$ cat config.mk
export PLATFORM = sky130hd
export DESIGN_NAME = fpc_pin_ctrl
export DESIGN_NICKNAME = d
export VERILOG_FILES = /design/src/fpc_pkg.sv /design/src/fpc_cmd_gate.sv /design/src/fpc_pin_ctrl.sv
export SDC_FILE = /design/constraint.sdc
export NUM_CORES = 1
export LEC_CHECK = 0
export BUFFER_PORTS_ARGS = -buffer_cell sky130_fd_sc_hd__buf_4
export CELL_PAD_IN_SITES_DETAIL_PLACEMENT = 0
export CELL_PAD_IN_SITES_GLOBAL_PLACEMENT = 1
export CORE_MARGIN = 4
export CORE_UTILIZATION = 35
export DETAILED_ROUTE_END_ITERATION = 8
export PLACE_DENSITY_LB_ADDON = 0.1
export SETUP_SLACK_MARGIN = 0.3
export SYNTH_ARGS = -nofsm -noshare
export SYNTH_HDL_FRONTEND = slang
export SYNTH_HIERARCHICAL = 1
export SYNTH_SLANG_ARGS = --single-unit
export TNS_END_PERCENT = 1
$ cat constraint.sdc
create_clock -name clk_sys_i -period 4.45 [get_ports clk_sys_i]
set_clock_uncertainty 0.1 [all_clocks]
set_input_delay 0.89 -clock clk_sys_i [delete_from_list [all_inputs] [get_ports clk_sys_i]]
set_output_delay 0.89 -clock clk_sys_i [all_outputs]
set_load 0.03 [all_outputs]
$ cat src/fpc_pkg.sv
// Shared constants and types for the flash pin control block
package fpc_pkg;

  // Bus widths
  localparam int ADDR_W = 24;
  localparam int DATA_W = 16;
  localparam int STAT_W = 8;

  // Read configuration register layout and reset value
  localparam int RCR_WAIT_POL_POS = 10;
  localparam int RCR_SYNC_POS = 15;
  localparam logic [DATA_W-1:0] RCR_RST = 16'h0000;

  // Status register value after any reset
  localparam logic [STAT_W-1:0] STATUS_RST = 8'h80;

  // Upper half of a status read
  localparam logic [DATA_W-STAT_W-1:0] STATUS_PAD = 8'h00;

  // Source of read data
  typedef enum logic [1:0] {
    SRC_ARRAY,
    SRC_STATUS,
    SRC_PROT,
    SRC_CONFIG
  } fpc_src_t;

  // Unlock and array-altering operations that the gate judges
  typedef enum logic [1:0] {
    OP_UNLOCK,
    OP_PROGRAM,
    OP_ERASE
  } fpc_op_t;

  // Bus phase seen on the control pins
  typedef enum logic [1:0] {
    PH_IDLE,
    PH_READ,
    PH_WRITE,
    PH_HALT
  } fpc_phase_t;

  // One captured write cycle
  typedef struct packed {
    logic [ADDR_W-1:0] addr;
    logic [DATA_W-1:0] data;
  } fpc_wr_t;

  // Operation request from the command engine
  typedef struct packed {
    logic valid;
    fpc_op_t op;
    logic locked;
    logic lockdown;
  } fpc_req_t;

  // Verdict on a request
  typedef struct packed {
    logic grant;
    logic refuse;
  } fpc_ans_t;

endpackage : fpc_pkg

$ cat src/fpc_cmd_gate.sv
// Protection gate that grants or refuses array-altering operations
`timescale 1ns/1ps

module fpc_cmd_gate (
  // Clock and reset
  input wire logic clk_sys_i,
  input wire logic rst_i,
  // Request and protection levels
  input wire fpc_pkg::fpc_req_t req_i,
  input wire logic write_protect_low_i,
  input wire logic vpp_lockout_i,
  input wire logic halt_i,
  // Verdict, one cycle after the request
  output fpc_pkg::fpc_ans_t ans_o
);

  logic is_unlock;
  logic alters;
  logic refuse;
  fpc_pkg::fpc_ans_t nxt_ans;

  // Decode; protect pin is judged as the request executes
  assign is_unlock = (req_i.op == fpc_pkg::OP_UNLOCK);
  assign alters = !is_unlock;
  assign refuse = halt_i
    | (alters & vpp_lockout_i)
    | (alters & req_i.locked)
    | (is_unlock & req_i.lockdown & !write_protect_low_i);
  assign nxt_ans.grant = req_i.valid & !refuse;
  assign nxt_ans.refuse = req_i.valid & refuse;

  // Registered verdict
  always_ff @(posedge clk_sys_i) begin
    if (rst_i) begin
      ans_o <= '0;
    end else begin
      ans_o <= nxt_ans;
    end
  end

  AST_HALT_REFUSES:
  assert property (@(posedge clk_sys_i) disable iff (rst_i)
    req_i.valid && halt_i |=> ans_o.refuse && !ans_o.grant)
    else $error("request granted during reset");

  AST_VPP_BLOCKS:
  assert property (@(posedge clk_sys_i) disable iff (rst_i)
    req_i.valid && req_i.op != fpc_pkg::OP_UNLOCK && vpp_lockout_i |=> !ans_o.grant)
    else $error("alteration granted under program supply lockout");

  AST_LOCKDOWN_HOLDS:
  assert property (@(posedge clk_sys_i) disable iff (rst_i)
    req_i.valid && is_unlock && req_i.lockdown && !write_protect_low_i |=> ans_o.refuse)
    else $error("lock-down block unlocked with protect low");

  AST_WP_HIGH_OVERRIDES:
  assert property (@(posedge clk_sys_i) disable iff (rst_i)
    req_i.valid && is_unlock && write_protect_low_i && !halt_i |=> ans_o.grant)
    else $error("unlock refused with protect high");

endmodule : fpc_cmd_gate

$ cat src/fpc_pin_ctrl.sv
// Pin-level control of the flash host interface: reset, writes, data and wait pins
`timescale 1ns/1ps

module fpc_pin_ctrl #(
  parameter int ADDR_W = fpc_pkg::ADDR_W,
  parameter int DATA_W = fpc_pkg::DATA_W
) (
  // Clock and system reset
  input wire logic clk_sys_i,
  input wire logic rst_i,
  // Flash control pins
  input wire logic pin_rst_low_i,
  input wire logic die_select_low_i,
  input wire logic die_output_enable_low_i,
  input wire logic write_strobe_low_i,
  input wire logic write_protect_low_i,
  input wire logic vpp_lockout_i,
  // Address and data pins
  input wire logic [ADDR_W-1:0] addr_i,
  input wire logic [DATA_W-1:0] dq_i,
  output logic [DATA_W-1:0] dq_o,
  output logic dq_oe_o,
  // Wait pin
  output logic wait_o,
  output logic wait_oe_o,
  // Read sources from the core
  input wire logic [DATA_W-1:0] arr_data_i,
  input wire logic [DATA_W-1:0] prot_data_i,
  input wire logic burst_data_valid_i,
  input wire logic src_set_i,
  input wire fpc_pkg::fpc_src_t src_sel_i,
  // Register loads from the command engine
  input wire logic cfg_load_i,
  input wire logic [DATA_W-1:0] cfg_data_i,
  input wire logic status_load_i,
  input wire logic [fpc_pkg::STAT_W-1:0] status_data_i,
  // Captured write cycles
  output fpc_pkg::fpc_wr_t wr_o,
  output logic wr_valid_o,
  // Automation control
  output logic auto_reset_o,
  output logic sync_mode_o,
  // Protection gate
  input wire fpc_pkg::fpc_req_t gate_req_i,
  output fpc_pkg::fpc_ans_t gate_ans_o
);

  // Widths are fixed by the shared structs
  if (ADDR_W != fpc_pkg::ADDR_W || DATA_W != fpc_pkg::DATA_W) begin : g_bad_width
    $error("fpc_pin_ctrl: widths must match the package");
  end

  // State
  fpc_pkg::fpc_phase_t phase_ff;
  fpc_pkg::fpc_phase_t nxt_phase;
  fpc_pkg::fpc_src_t src_ff;
  logic [DATA_W-1:0] rcr_ff;
  logic [fpc_pkg::STAT_W-1:0] status_ff;
  logic [ADDR_W-1:0] addr_q_ff;
  logic [DATA_W-1:0] dq_q_ff;

  // Decoded pin conditions
  logic halt;
  logic sel;
  logic rd_cyc;
  logic wr_cyc;
  logic wr_end;
  logic wait_pol;
  logic sync_mode;
  logic wait_busy;
  logic [DATA_W-1:0] rd_mux;

  // Next values of pin outputs
  logic nxt_dq_oe;
  logic nxt_wait_oe;
  logic nxt_wait;
  logic nxt_wr_valid;

  // Flash reset pin holds modes, status, pin enables and automation in reset
  assign halt = !pin_rst_low_i;
  assign sel = !die_select_low_i;
  assign rd_cyc = sel & !die_output_enable_low_i & write_strobe_low_i;
  assign wr_cyc = sel & write_strobe_low_i == 1'b0 & die_output_enable_low_i;

  // Phase of the pins, halt wins over everything
  always_comb begin
    if (halt) begin
      nxt_phase = fpc_pkg::PH_HALT;
    end else if (wr_cyc) begin
      nxt_phase = fpc_pkg::PH_WRITE;
    end else if (rd_cyc) begin
      nxt_phase = fpc_pkg::PH_READ;
    end else begin
      nxt_phase = fpc_pkg::PH_IDLE;
    end
  end

  // First rising edge of strobe or select ends the write
  assign wr_end = (phase_ff == fpc_pkg::PH_WRITE) & (write_strobe_low_i | die_select_low_i);
  assign nxt_wr_valid = wr_end & !halt;

  // Configuration fields
  assign wait_pol = rcr_ff[fpc_pkg::RCR_WAIT_POL_POS];
  assign sync_mode = rcr_ff[fpc_pkg::RCR_SYNC_POS];

  // Read data source selection
  always_comb begin
    unique case (src_ff)
      fpc_pkg::SRC_ARRAY: rd_mux = arr_data_i;
      fpc_pkg::SRC_STATUS: rd_mux = {fpc_pkg::STATUS_PAD, status_ff};
      fpc_pkg::SRC_PROT: rd_mux = prot_data_i;
      fpc_pkg::SRC_CONFIG: rd_mux = rcr_ff;
    endcase
  end

  // Data buffer only in a read; wait buffer whenever select and enable are low outside reset
  assign nxt_dq_oe = (nxt_phase == fpc_pkg::PH_READ);
  assign nxt_wait_oe = sel & !die_output_enable_low_i & !halt;

  // Wait is busy only in a synchronous read lacking data
  assign wait_busy = (nxt_phase == fpc_pkg::PH_READ) & sync_mode & !burst_data_valid_i;
  assign nxt_wait = wait_busy ? wait_pol : !wait_pol;

  // Phase register
  always_ff @(posedge clk_sys_i) begin
    if (rst_i) begin
      phase_ff <= fpc_pkg::PH_HALT;
    end else begin
      phase_ff <= nxt_phase;
    end
  end

  // Address and data held one cycle so the value at the edge is kept
  always_ff @(posedge clk_sys_i) begin
    if (rst_i) begin
      addr_q_ff <= '0;
      dq_q_ff <= '0;
    end else begin
      addr_q_ff <= addr_i;
      dq_q_ff <= dq_i;
    end
  end

  // Write capture, latched until the next cycle ends
  always_ff @(posedge clk_sys_i) begin
    if (rst_i) begin
      wr_o <= '0;
      wr_valid_o <= 1'b0;
    end else begin
      wr_valid_o <= nxt_wr_valid;
      if (nxt_wr_valid) begin
        wr_o.addr <= addr_q_ff;
        wr_o.data <= dq_q_ff;
      end
    end
  end

  // Read mode; any reset returns to asynchronous array reads
  always_ff @(posedge clk_sys_i) begin
    if (rst_i || halt) begin
      src_ff <= fpc_pkg::SRC_ARRAY;
      rcr_ff <= fpc_pkg::RCR_RST;
    end else begin
      if (src_set_i) begin
        src_ff <= src_sel_i;
      end
      if (cfg_load_i) begin
        rcr_ff <= cfg_data_i;
      end
    end
  end

  // Status register
  always_ff @(posedge clk_sys_i) begin
    if (rst_i || halt) begin
      status_ff <= fpc_pkg::STATUS_RST;
    end else if (status_load_i) begin
      status_ff <= status_data_i;
    end
  end

  // Pin drivers, registered for clean outputs
  always_ff @(posedge clk_sys_i) begin
    if (rst_i) begin
      dq_o <= '0;
      dq_oe_o <= 1'b0;
      wait_o <= 1'b1;
      wait_oe_o <= 1'b0;
    end else begin
      dq_o <= rd_mux;
      dq_oe_o <= nxt_dq_oe;
      wait_o <= nxt_wait;
      wait_oe_o <= nxt_wait_oe;
    end
  end

  // Automation held in reset while the pin is low
  always_ff @(posedge clk_sys_i) begin
    if (rst_i) begin
      auto_reset_o <= 1'b1;
      sync_mode_o <= 1'b0;
    end else begin
      auto_reset_o <= halt;
      sync_mode_o <= sync_mode && !halt;
    end
  end

  // Protection decisions live in their own small block
  fpc_cmd_gate u_gate (
    .clk_sys_i(clk_sys_i),
    .rst_i(rst_i),
    .req_i(gate_req_i),
    .write_protect_low_i(write_protect_low_i),
    .vpp_lockout_i(vpp_lockout_i),
    .halt_i(halt),
    .ans_o(gate_ans_o)
  );

  AST_DQ_FLOAT:
  assert property (@(posedge clk_sys_i) disable iff (rst_i)
    die_select_low_i || die_output_enable_low_i |=> !dq_oe_o)
    else $error("data bus driven while deselected");

  AST_WAIT_FLOAT:
  assert property (@(posedge clk_sys_i) disable iff (rst_i)
    !die_select_low_i && !die_output_enable_low_i && pin_rst_low_i |=> wait_oe_o)
    else $error("wait not driven while selected and enabled");

  AST_DQ_READ:
  assert property (@(posedge clk_sys_i) disable iff (rst_i)
    rd_cyc && pin_rst_low_i |=> dq_oe_o && dq_o == $past(rd_mux))
    else $error("read data not driven");

  AST_NO_WRITE_IN_RESET:
  assert property (@(posedge clk_sys_i) disable iff (rst_i)
    !pin_rst_low_i |=> !wr_valid_o && auto_reset_o)
    else $error("write accepted during flash reset");

  AST_CAPTURE:
  assert property (@(posedge clk_sys_i) disable iff (rst_i)
    wr_end && pin_rst_low_i |=> wr_valid_o && wr_o.data == $past(dq_i, 2) && wr_o.addr == $past(addr_i, 2))
    else $error("write capture wrong");

  AST_RESET_EXIT:
  assert property (@(posedge clk_sys_i) disable iff (rst_i)
    !pin_rst_low_i ##1 pin_rst_low_i |-> src_ff == fpc_pkg::SRC_ARRAY && !sync_mode && status_ff == fpc_pkg::STATUS_RST)
    else $error("reset exit not in asynchronous array mode");

  AST_WAIT_ASYNC:
  assert property (@(posedge clk_sys_i) disable iff (rst_i)
    !sync_mode || wr_cyc |=> wait_o == !$past(wait_pol))
    else $error("wait asserted outside synchronous read");

  AST_WAIT_BURST:
  assert property (@(posedge clk_sys_i) disable iff (rst_i)
    rd_cyc && pin_rst_low_i && sync_mode && !burst_data_valid_i |=> wait_o == $past(wait_pol))
    else $error("wait not asserted for invalid burst data");

  AST_BURST_VALID:
  assert property (@(posedge clk_sys_i) disable iff (rst_i)
    rd_cyc && pin_rst_low_i && sync_mode && burst_data_valid_i |=> wait_o == !$past(wait_pol))
    else $error("wait asserted while burst data valid");

  AST_WAIT_HIZ:
  assert property (@(posedge clk_sys_i) disable iff (rst_i)
    die_select_low_i || die_output_enable_low_i |=> !wait_oe_o)
    else $error("wait driven while deselected or disabled");

  AST_HALT_FLOAT:
  assert property (@(posedge clk_sys_i) disable iff (rst_i)
    !pin_rst_low_i |=> !dq_oe_o && !wait_oe_o)
    else $error("pins driven during flash reset");

  AST_HALT_DEFAULTS:
  assert property (@(posedge clk_sys_i) disable iff (rst_i)
    !pin_rst_low_i |=> status_ff == fpc_pkg::STATUS_RST && rcr_ff == fpc_pkg::RCR_RST
      && src_ff == fpc_pkg::SRC_ARRAY)
    else $error("flash reset did not restore defaults");

  AST_WR_ONE_PULSE:
  assert property (@(posedge clk_sys_i) disable iff (rst_i)
    wr_valid_o |=> !wr_valid_o)
    else $error("write capture pulse longer than one cycle");

endmodule : fpc_pin_ctrl

==> results of run 1 <==
sequential cells by signal, summed over array words and instances (netlist names), 2 cells and up:
name	count
dq_o	16
rcr_ff	16
src_ff	2
addr_q_ff	24
phase_ff	2
dq_q_ff	16
status_ff	8
u_gate/ans_o	2
wr_o	40
power groups by stage:
stage	combinational, W	sequential, W	clock [W]
after global routing	0.000286	0.00125	0.00159
final	0.000262	0.00124	0.00151
after global placement	0.000262	0.00127	0
after floorplan	0.000111	0.00130	0
after detailed placement	0.000267	0.00127	0
after CTS	0.000267	0.00124	0.00155
critical path, cell delays in order:
cell      delay, ns
buf_4          0.44
buf_4          0.59
nand2b_1       0.19
mux2i_1        0.07
logic make-up after synthesis:
logic type / synth area share (%)
flip-flops: 54.8
AND/OR/NAND/NOR: 21.2
multiplexers: 19.3
buffers and inverters: 2.70
AO/OA/AOI/OAI: 1.97
through the flow:
stage	area (um2)	std cells	power, W
6_report	6930	798	0.00301
5_1_grt	6930	798	0.00313
4_1_cts	6930	798	0.00306
3_5_place_dp	6290	766	0.00154
3_3_place_gp	6290	766	0.00153
2_1_floorplan	4820	437	0.00141
how the worst min path moves through the flow:
stage                           start         end  slack [ns]
after CTS                 phase_ff[0]  wr_valid_o        0.35
after global routing      phase_ff[0]  wr_valid_o        0.36
final                     phase_ff[0]  wr_valid_o        0.34
after global placement    phase_ff[0]  wr_valid_o        0.33
after floorplan           phase_ff[0]  wr_valid_o        0.30
after detailed placement  phase_ff[0]  wr_valid_o        0.34
routing by layer:
layer  up-vias  global-route usage (%)
met2       120                    23.3
met4         0                    5.93
li1       1775                       -
met3        13                    7.42
met1      1641                    16.8
met5         -                       0
layout make-up:
type	count	area, um2
clock buffers	21	460
clock inverters	11	180
fillers	1207	6420
inverters	3	11.3
multi-input cells	274	2060
flip-flops and latches	132	2640
well taps	176	220
repair buffers	181	1360
cells in the mapped netlist:
cell,instances
a21o_1,1
a22oi_1,8
and2_1,1
buf_1,2
buf_2,11
clkbuf_1,15
dfxtp_1,132
inv_1,2
inv_2,1
mux2_2,8
mux2i_1,66
mux4_2,8
nand2_1,6
nand2b_1,81
nor2_1,37
nor2b_1,48
nor3_1,2
nor4_1,2
nor4b_1,1
o22a_2,1
o311a_1,1
o31ai_1,1
or3b_4,1
or4_1,1
layout by cell type (no fill, tap or decap):
cell,Yosys,final
inv_2,1,1
a22oi_1,8,8
nand2_1,6,6
mux4_2,8,8
nor2_1,37,37
or3b_4,1,1
o31ai_1,1,1
or4_1,1,1
clkbuf_8,0,2
o22a_2,1,1
nor4_1,2,2
inv_1,2,2
clkinv_2,0,6
o311a_1,1,1
dfxtp_1,132,132
mux2i_1,66,66
buf_4,0,181
clkbuf_16,0,17
and2_1,1,1
clkbuf_1,15,2
nor4b_1,1,1
nand2b_1,81,81
bufinv_16,0,5
mux2_2,8,8
nor3_2,0,1
nor2b_1,48,48
nor3_1,2,1
a21o_1,1,1
==> results by group, run 1 <==
Routing
  • Vias per cell: 4.45
  • Met2 WL: 5370 um
  • Antenna viol nets, final: 0
  • Wire length per cell: 14.2 um
  • DR top layer: met4
  • Total number of vias: between 3k and 4k
  • DRC: 0
  • WL final: 11300 um
  • DR iter-0 viols: between 150 and 200
  • Met3 wire len: 1090 um
  • Router iterations before antenna repair: 4
  • DRT met1 WL: 4690 um

Min path
  • Worst min path class: reg -> reg
  • Hold path depth: 1

Critical path
  • CP Capture Type: flip-flop
  • Startpoint Class: input pin
  • RR Endpoint: dq_o[9]
  • Worst Path Required: ~4.6 ns
  • Worst Setup Path Type: in -> reg
  • Worst Path Max Fanout: 76
  • R2r startpoint: src_ff[0]
  • R2R Setup Slk: 2.62 ns
  • Worst setup endpoint: wr_o[15]
  • CP Launch Point: rst_i
  • Crit path DAT: 2.26 ns
  • R2R depth: 3

Cells and area
  • P&R area growth vs syn: 43.7%
  • Antenna Cells: 0
  • Fin util: between 50% and 60%
  • Final #Nets: 724
  • Layout cells sized above 1: between 30% and 40%

Global route
  • Global-route wire length before repair: 18000 um
  • Gr usage total: between 10% and 20%
  • Gr ovfl total: 0
  • Initial antenna violation count: 0
  • Vias in the first global route: 3580
  • Largest net degree at the start of global routing: 77

Logic synthesis
  • Post-synthesis sequential area ratio: 54.8%
  • Yosys top cell by area: dfxtp_1
  • Avg Inst Size Synth: about 11 um2
  • Share of the synthesized area in the top cell type: 54.8%
  • Yosys reg bits: around 130
  • Synth area leaders: dfxtp_1, mux2i_1, nand2b_1
  • Post-Syn Instances: 437
  • Ys Warns: 6
  • Synth Net Count: 552
  • Count of cell types in the netlist: 24
  • Cell area after synthesis: 4820 um2

Power and ir drop
  • Flop pwr share: 41.3%
  • PD cells: ~430 nW/um2
  • Sw Pwr: 0.000621 W
  • Clock share of power: 50.0%
  • Sw frac: approximately a fifth
  • Pleak: 2.96 nW
  • Comb pwr share: 8.7%
  • Internal cell power: between 0.002 and 0.0025 W
  • VDD IR max: ~0.00021 V

STA
  • Hold Fails Final Rpt: 0
  • PnR worst setup slack: 2.36 ns
  • Final worst path period need: 2.09 ns
  • Relative slew margins: 38.8%
  • Slew @ Worst Pin: 0.917 ns
  • Unrepaired setup endpoints after global routing: no
  • Final Max Slew Viols: 0
  • Fmax: 0.478 GHz
  • Final Setup Violations: 0
  • Setup TNS: 0 ns
  • Crit share post-route: between 40% and 50%
  • Final hold slack: roughly 0.34 ns

Run status
  • Status: finished clean

CTS
  • Root Buffer: clkbuf_16
  • CTS Buf Count: 17
  • Worst skew pair latency: 0.41 ns
  • Hold buffer count at CTS: 0
  • TritonCTS clock tree: built
  • Clk slew on worst S/H paths: 0.05 ns
  • Clock sinks: ~130
  • Htree depth: 4
  • Clk buf depth: 2
  • Post-CTS Setup Bufs: 0
  • Post_cts resized: 0

Flow run
  • Number of max-cap violations: 0

Floorplan
  • Top Ports: 179
  • Die Width: 125 um
  • Chip Height: 125 um
  • Die footprint: about 16000 um2
  • Core box area: 13300 um2
  • Initial Util: between 30% and 40%
  • Row cnt: 42

Placed design
  • Final HPWL DP: 7910 um
  • Place WS: 1.90 ns
  • RD Place Congestion: slightly above 0.7
  • Port bufs: 178
Note: power is estimated with default switching activity, not from simulation.
==> run 2, diff against run 1 <==
Clock period 4.45 ns to 1.95 ns, I/O delays scaled along.
==> results by group, run 2 (synthesis results as in run 1) <==
Run status
  • Status: finished clean

Global route
  • Gr ovfl total: 0 (unchanged)
  • Busiest grt layer: met2
  • GR Util met3: 8.32% (+0.90 points)
  • M1 GR Usage: 16.5% (-0.28 points)
  • Met2 Use GR: 23.9% (+0.60 points)
  • Largest net degree at the start of global routing: 77 (unchanged)
  • Vias in the first global route: 3652 (+2.0%)
  • Initial antenna violation count: 0 (unchanged)
  • Global-route wire length before repair: 18400 um (+2.3%)
  • Gr usage total: 15.0% (+0.37 points)

Critical path
  • Worst path max stage delay: 0.64 ns (+0.05 ns)
  • Cells along the critical path: buf_4, mux4_2, nor2b_1
  • Buf+Inv Stages, Crit Path: 1 (-1)
  • Worst Path Max Fanout: 11 (-86%)
  • Cell family with most CP delay: flip-flops
  • CP Capture Type: flip-flop
  • Worst Path Required: 2.15 ns (-2.47 ns)
  • Startpoint Class: flip-flop
  • Slowest stage cell, crit path: dfxtp_1
  • Worst Setup Path Type: reg -> reg
  • Crit path DAT: 1.74 ns (-0.52 ns)

Cells and area
  • Layout cells sized above 1: 38.0% (+0.86 points)
  • Final #Nets: 731 (+0.97%)
  • Antenna Cells: 0 (unchanged)
  • Max FFs per register: 40 (unchanged)
  • FILL cells: 1240 (+2.7%)
  • Most common cell after layout, fill and taps aside: buf_4
  • Final instance area: 7020 um2 (+1.4%)
  • P&R area growth vs syn: 45.6%
  • Biggest regs: wr_o x40, addr_q_ff x24
  • Top reg by flops: wr_o
  • Fin util: 52.6% (+0.71 points)
  • Most frequent cells in the layout: buf_4, dfxtp_1, nand2b_1
  • Sequential Area: 2640 um2 (unchanged)
  • Area occupied by multi-input gates: 2060 um2 (unchanged)

Power and ir drop
  • Clock share of power: 49.6% (-0.4 points)
  • Flop pwr share: 41.3% (about the same)
  • Sw frac: 20.6% (+0.025 points)
  • Comb pwr share: 9.0% (+0.3 points)
  • PD cells: 978 nW/um2 (+120%)
  • Internal cell power: 0.00545 W (+130%)
  • VDD IR max: 0.000841 V (+300%)
  • Pleak: 3.01 nW (+1.6%)
  • Sw Pwr: 0.00142 W (+130%)

STA
  • Setup TNS: 0 ns (unchanged)
  • Final Setup Violations: 0 (unchanged)
  • Unrepaired setup endpoints after global routing: no
  • Fmax: 0.649 GHz
  • Relative slew margins: 61.5% (+23 points)
  • Slew @ Worst Pin: 0.576 ns (-0.340 ns)
  • Final worst path period need: roughly 1.5 ns
  • Final Max Slew Viols: 0 (unchanged)
  • Crit share post-route: between 70% and 80%
  • Hold Fails Final Rpt: 0 (unchanged)

CTS
  • Htree depth: 4 (unchanged)
  • Clock sinks: 132 (unchanged)
  • Hold buffer count at CTS: 0 (unchanged)
  • Post-CTS Setup Bufs: 0 (unchanged)
  • Clk slew on worst S/H paths: 0.06 ns (about the same)
  • CTS Buf Count: 17 (unchanged)
  • Post_cts resized: 0 (unchanged)
  • Clk buf depth: 2 (unchanged)
  • Worst skew pair latency: 0.41 ns (about the same)
  • Root Buffer: clkbuf_16
  • TritonCTS clock tree: built

Floorplan
  • Die Width: 125 um (unchanged)
  • Row cnt: 42 (unchanged)
  • Die footprint: 15700 um2 (unchanged)
  • Top Ports: 179 (unchanged)
  • Initial Util: 36.1% (unchanged)
  • Chip Height: 125 um (unchanged)
  • Core box area: 13300 um2 (unchanged)

Placed design
  • RD Place Congestion: 0.714 (-1.7%)
  • Port bufs: 178 (unchanged)
  • Cell Area, Placed: 6380 um2 (+1.4%)
  • Final HPWL DP: 8150 um (+3.0%)

Routing
  • Wire length per cell: 14.3 um (+0.81%)
  • Vias per cell: 4.37 (-1.8%)
  • WL final: 11500 um (+1.7%)
  • DR iter-0 viols: 114 (-32%)
  • DRC: 0 (unchanged)
  • Total number of vias: 3516 (-0.93%)
  • Antenna viol nets, final: 0 (unchanged)
  • Router iterations before antenna repair: 4 (unchanged)

Flow run
  • Number of max-cap violations: 0 (unchanged)

Min path
  • Worst min path class: in -> reg
-- run 2: cell types whose count changed in the layout (fill, tap and decap cells not counted) --
cell,change
buf_12,+3
buf_4,+4
bufinv_16,-1
clkbuf_1,-1
clkbuf_8,+3
clkinv_2,-2
clkinvlp_4,+1
-- run 2: per-stage QoR --
stage | hold WS (ns) | std cells | setup slack (ns) | power (W)
6_report | 0.0611 | 805 | 0.408 | 0.00687
5_1_grt | 0.0529 | 805 | 0.325 | 0.00713
4_1_cts | 0.0391 | 805 | 0.402 | 0.00698
3_5_place_dp | 0.342 | 773 | 0.159 | 0.00352
3_3_place_gp | 0.331 | 773 | 0.160 | 0.00351
2_1_floorplan | 0.299 | 437 | 0.325 | 0.00322
-- run 2: final cells by class --
| class | instances | share of cell area [%] |
|---|---|---|
| clock inverter | 9 | 2.10 |
| clock buffer | 23 | 7.09 |
| inverter | 3 | 0.160 |
| timing repair buffer | 188 | 20.6 |
| tap | 176 | 3.14 |
| multi-input combinational | 274 | 29.3 |
| sequential | 132 | 37.6 |
-- run 2: power groups by stage --
stage          registers [W]  clock network, W  logic [W]
3_3_place_gp         0.00289                 0   0.000620
5_1_grt              0.00285           0.00361   0.000675
6_report             0.00284           0.00341   0.000620
2_1_floorplan        0.00296                 0   0.000253
4_1_cts              0.00284           0.00351   0.000631
3_5_place_dp         0.00290                 0   0.000629
-- run 2: worst paths after layout --
check              startpoint    endpoint  slack, ns  depth (start not counted)
max                 src_ff[0]     dq_o[5]       0.41                          3
max reg2reg         src_ff[0]     dq_o[5]       0.41                          3
min reg2reg       phase_ff[0]  wr_valid_o       0.35                          1
min          die_select_low_i   wait_oe_o       0.06                          2
-- run 2: metal layers --
layer | wire length [um] | part of all wire, %
met1 | 4700 | 41
met5 | 0 | 0
met2 | 5390 | 47
met3 | 1230 | 11
met4 | 199 | 1.7
==> run 3, diff against run 2 <==
Settings changed: CORE_UTILIZATION 35 to 33.
Clock period 1.95 ns to 1.4 ns, I/O delays scaled along.
==> results by group, run 3 (synthesis results as in run 1) <==
Run status
  • Status: finished clean

Routing
  • DR iter-0 viols: 97 (-15%)
  • Total number of vias: 3833 (+9.0%)
  • DRC: 0 (unchanged)
  • Router iterations before antenna repair: 4 (unchanged)
  • WL final: 12100 um (+5.3%)
  • Vias per cell: 4.35 (-0.39%)
  • Antenna viol nets, final: 0 (unchanged)
  • Wire length per cell: 13.8 um (-3.8%)

Critical path
  • Worst Setup Path Type: reg -> reg
  • Cells along the critical path: buf_6, mux4_2, nor2b_1
  • CP Capture Type: flip-flop
  • Worst setup endpoint: dq_o[4]
  • Worst path max stage delay: 0.48 ns (-0.16 ns)
  • Worst Path Required: 1.59 ns (-0.56 ns)
  • CP Launch Point: src_ff[1]
  • RR Endpoint: dq_o[4]
  • Crit path DAT: 1.50 ns (-0.24 ns)
  • R2R Setup Slk: 0.09 ns (-0.32 ns)
  • Startpoint Class: flip-flop
  • R2R depth: 3 (unchanged)
  • Worst Path Max Fanout: 6 (-5)
  • Slowest stage cell, crit path: mux4_2
  • R2r startpoint: src_ff[1]

Placed design
  • Port bufs: 178 (unchanged)
  • Final HPWL DP: 8520 um (+4.5%)
  • RD Place Congestion: 0.683 (-4.3%)
  • # placed instances: 788 (+1.9%)
  • Cell Area, Placed: 6490 um2 (+1.8%)
  • Place WS: -0.260 ns (-0.419 ns)

Floorplan
  • Die Width: 129 um (+2.8%)
  • Row cnt: 43 (+2.4%)
  • Core box area: 14100 um2 (+5.6%)
  • Initial Util: 34.2% (-1.9 points)
  • Top Ports: 179 (unchanged)
  • Chip Height: 129 um (+2.8%)
  • Die footprint: 16600 um2 (+5.7%)

STA
  • PnR worst setup slack: 0.0883 ns (-0.320 ns)
  • Final Max Slew Viols: 0 (unchanged)
  • Fmax: 0.762 GHz (+18%)
  • Relative slew margins: 70.1% (+8.6 points)
  • Hold Fails Final Rpt: 0 (unchanged)
  • Crit share post-route: 93.7% (+15 points)
  • Final worst path period need: 1.31 ns (-0.230 ns)
  • Final Setup Violations: 0 (unchanged)
  • Unrepaired setup endpoints after global routing: yes
  • Slew @ Worst Pin: 0.442 ns (-0.134 ns)

Min path
  • Worst min path class: in -> reg

CTS
  • Root Buffer: clkbuf_16
  • TritonCTS clock tree: built
  • Htree depth: 4 (unchanged)
  • Clock sinks: 132 (unchanged)
  • CTS Buf Count: 17 (unchanged)
  • Clk slew on worst S/H paths: 0.05 ns (about the same)
  • Clk buf depth: 2 (unchanged)
  • Worst skew pair latency: 0.41 ns (about the same)

Power and ir drop
  • PD cells: 1160 nW/um2 (+19%)
  • VDD IR max: 0.000713 V (-15%)
  • Pleak: 3.28 nW (+8.8%)

Cells and area
  • Layout cells sized above 1: 36.7% (-1.3 points)
  • Most frequent cells in the layout: buf_4, dfxtp_1, nand2b_1
  • P&R area growth vs syn: 59.8%
  • Top reg by flops: wr_o
  • Antenna Cells: 0 (unchanged)
  • Max FFs per register: 40 (unchanged)
  • Biggest regs: wr_o x40, addr_q_ff x24
  • Most common cell after layout, fill and taps aside: buf_4
  • Non-filler cells, final: 881 (+9.4%)
  • Final instance area: 7710 um2 (+9.7%)
  • Final #Nets: 803 (+9.8%)

Flow run
  • Number of max-cap violations: 0 (unchanged)

Global route
  • Gr ovfl total: 0 (unchanged)
  • Global-route wire length before repair: 19400 um (+5.2%)
  • Gr usage total: 15.1% (+0.069 points)
  • Initial antenna violation count: 0 (unchanged)
  • Vias in the first global route: 3952 (+8.2%)
  • Largest net degree at the start of global routing: 50 (-35%)
run 3: cell types whose count changed in the layout (fill, tap and decap cells not counted), sizes merged:
cell         change
buf             +11
clkbuf           -3
clkinv           +3
clkinvlp         +4
bufinv           -4
dlygate4sd3     +61
run 3: final cells by class:
| cell class | instances | area, um2 |
|---|---|---|
| Fill cell | 1243 | 6390 |
| Sequential cell | 132 | 2650 |
| Timing Repair Buffer | 260 | 2220 |
| Multi-Input combinational cell | 274 | 2060 |
| Clock buffer | 20 | 457 |
| Tap cell | 180 | 225 |
| Clock inverter | 12 | 83.8 |
| Inverter | 3 | 11.3 |
run 3: how the worst min path moves through the flow:
stage                            start              end  slack [ns]  cells after the start
2_1_floorplan  die_output_enable_low_i        wait_oe_o        0.26                      1
3_3_place_gp               phase_ff[0]       wr_valid_o        0.33                      1
6_report                 cfg_data_i[5]        rcr_ff[5]        0.02                      3
4_1_cts                  cfg_data_i[5]        rcr_ff[5]      0.0008                      3
3_5_place_dp               phase_ff[0]       wr_valid_o        0.33                      1
5_1_grt                  gate_req_i[4]  u_gate/ans_o[0]       0.003                      2
run 3: report_power, final:
group	internal (W)	total, W	switching (W)
Combinational	0.000622	0.00104	0.000418
Clock	0.00234	0.00395	0.00160
Sequential	0.00390	0.00395	0.0000485
run 3: metal layers:
layer	vias up	GRT usage, %	part of all wire [%]
met3	8	7.51	8.9
met2	114	24.6	49
li1	1944	-	-
met4	0	5.37	0.97
met1	1767	17.2	41
met5	-	0	0
run 3: critical path: cells and delay by family (launching register included):
kind                   cells  cell delay, ns
DFF                        1            0.34
buffers and inverters      1            0.14
muxes                      1            0.48
and+or+nand+nor            1            0.14
run 3: metrics by stage:
stage	utilization (%)	power, W	TNS (ns)	hold slack (ns)
6_report	54.7	0.00894	0	0.0167
3_3_place_gp	46.1	0.00492	-3.85	0.329
5_1_grt	54.7	0.00935	0	0.00340
3_5_place_dp	46.1	0.00494	-5.29	0.333
2_1_floorplan	-	0.00448	-0.115	0.257
4_1_cts	54.7	0.00908	0	0.000825
run 3: timing repair:
action                                 in CTS  in global routing
hold buffers                               61                  0
setup endpoints to repair                 121                122
pin swaps                                   0                  0
endpoints found under the hold margin      61                  0
setup buffers                               0                  0
gates resized for setup                    21                  0
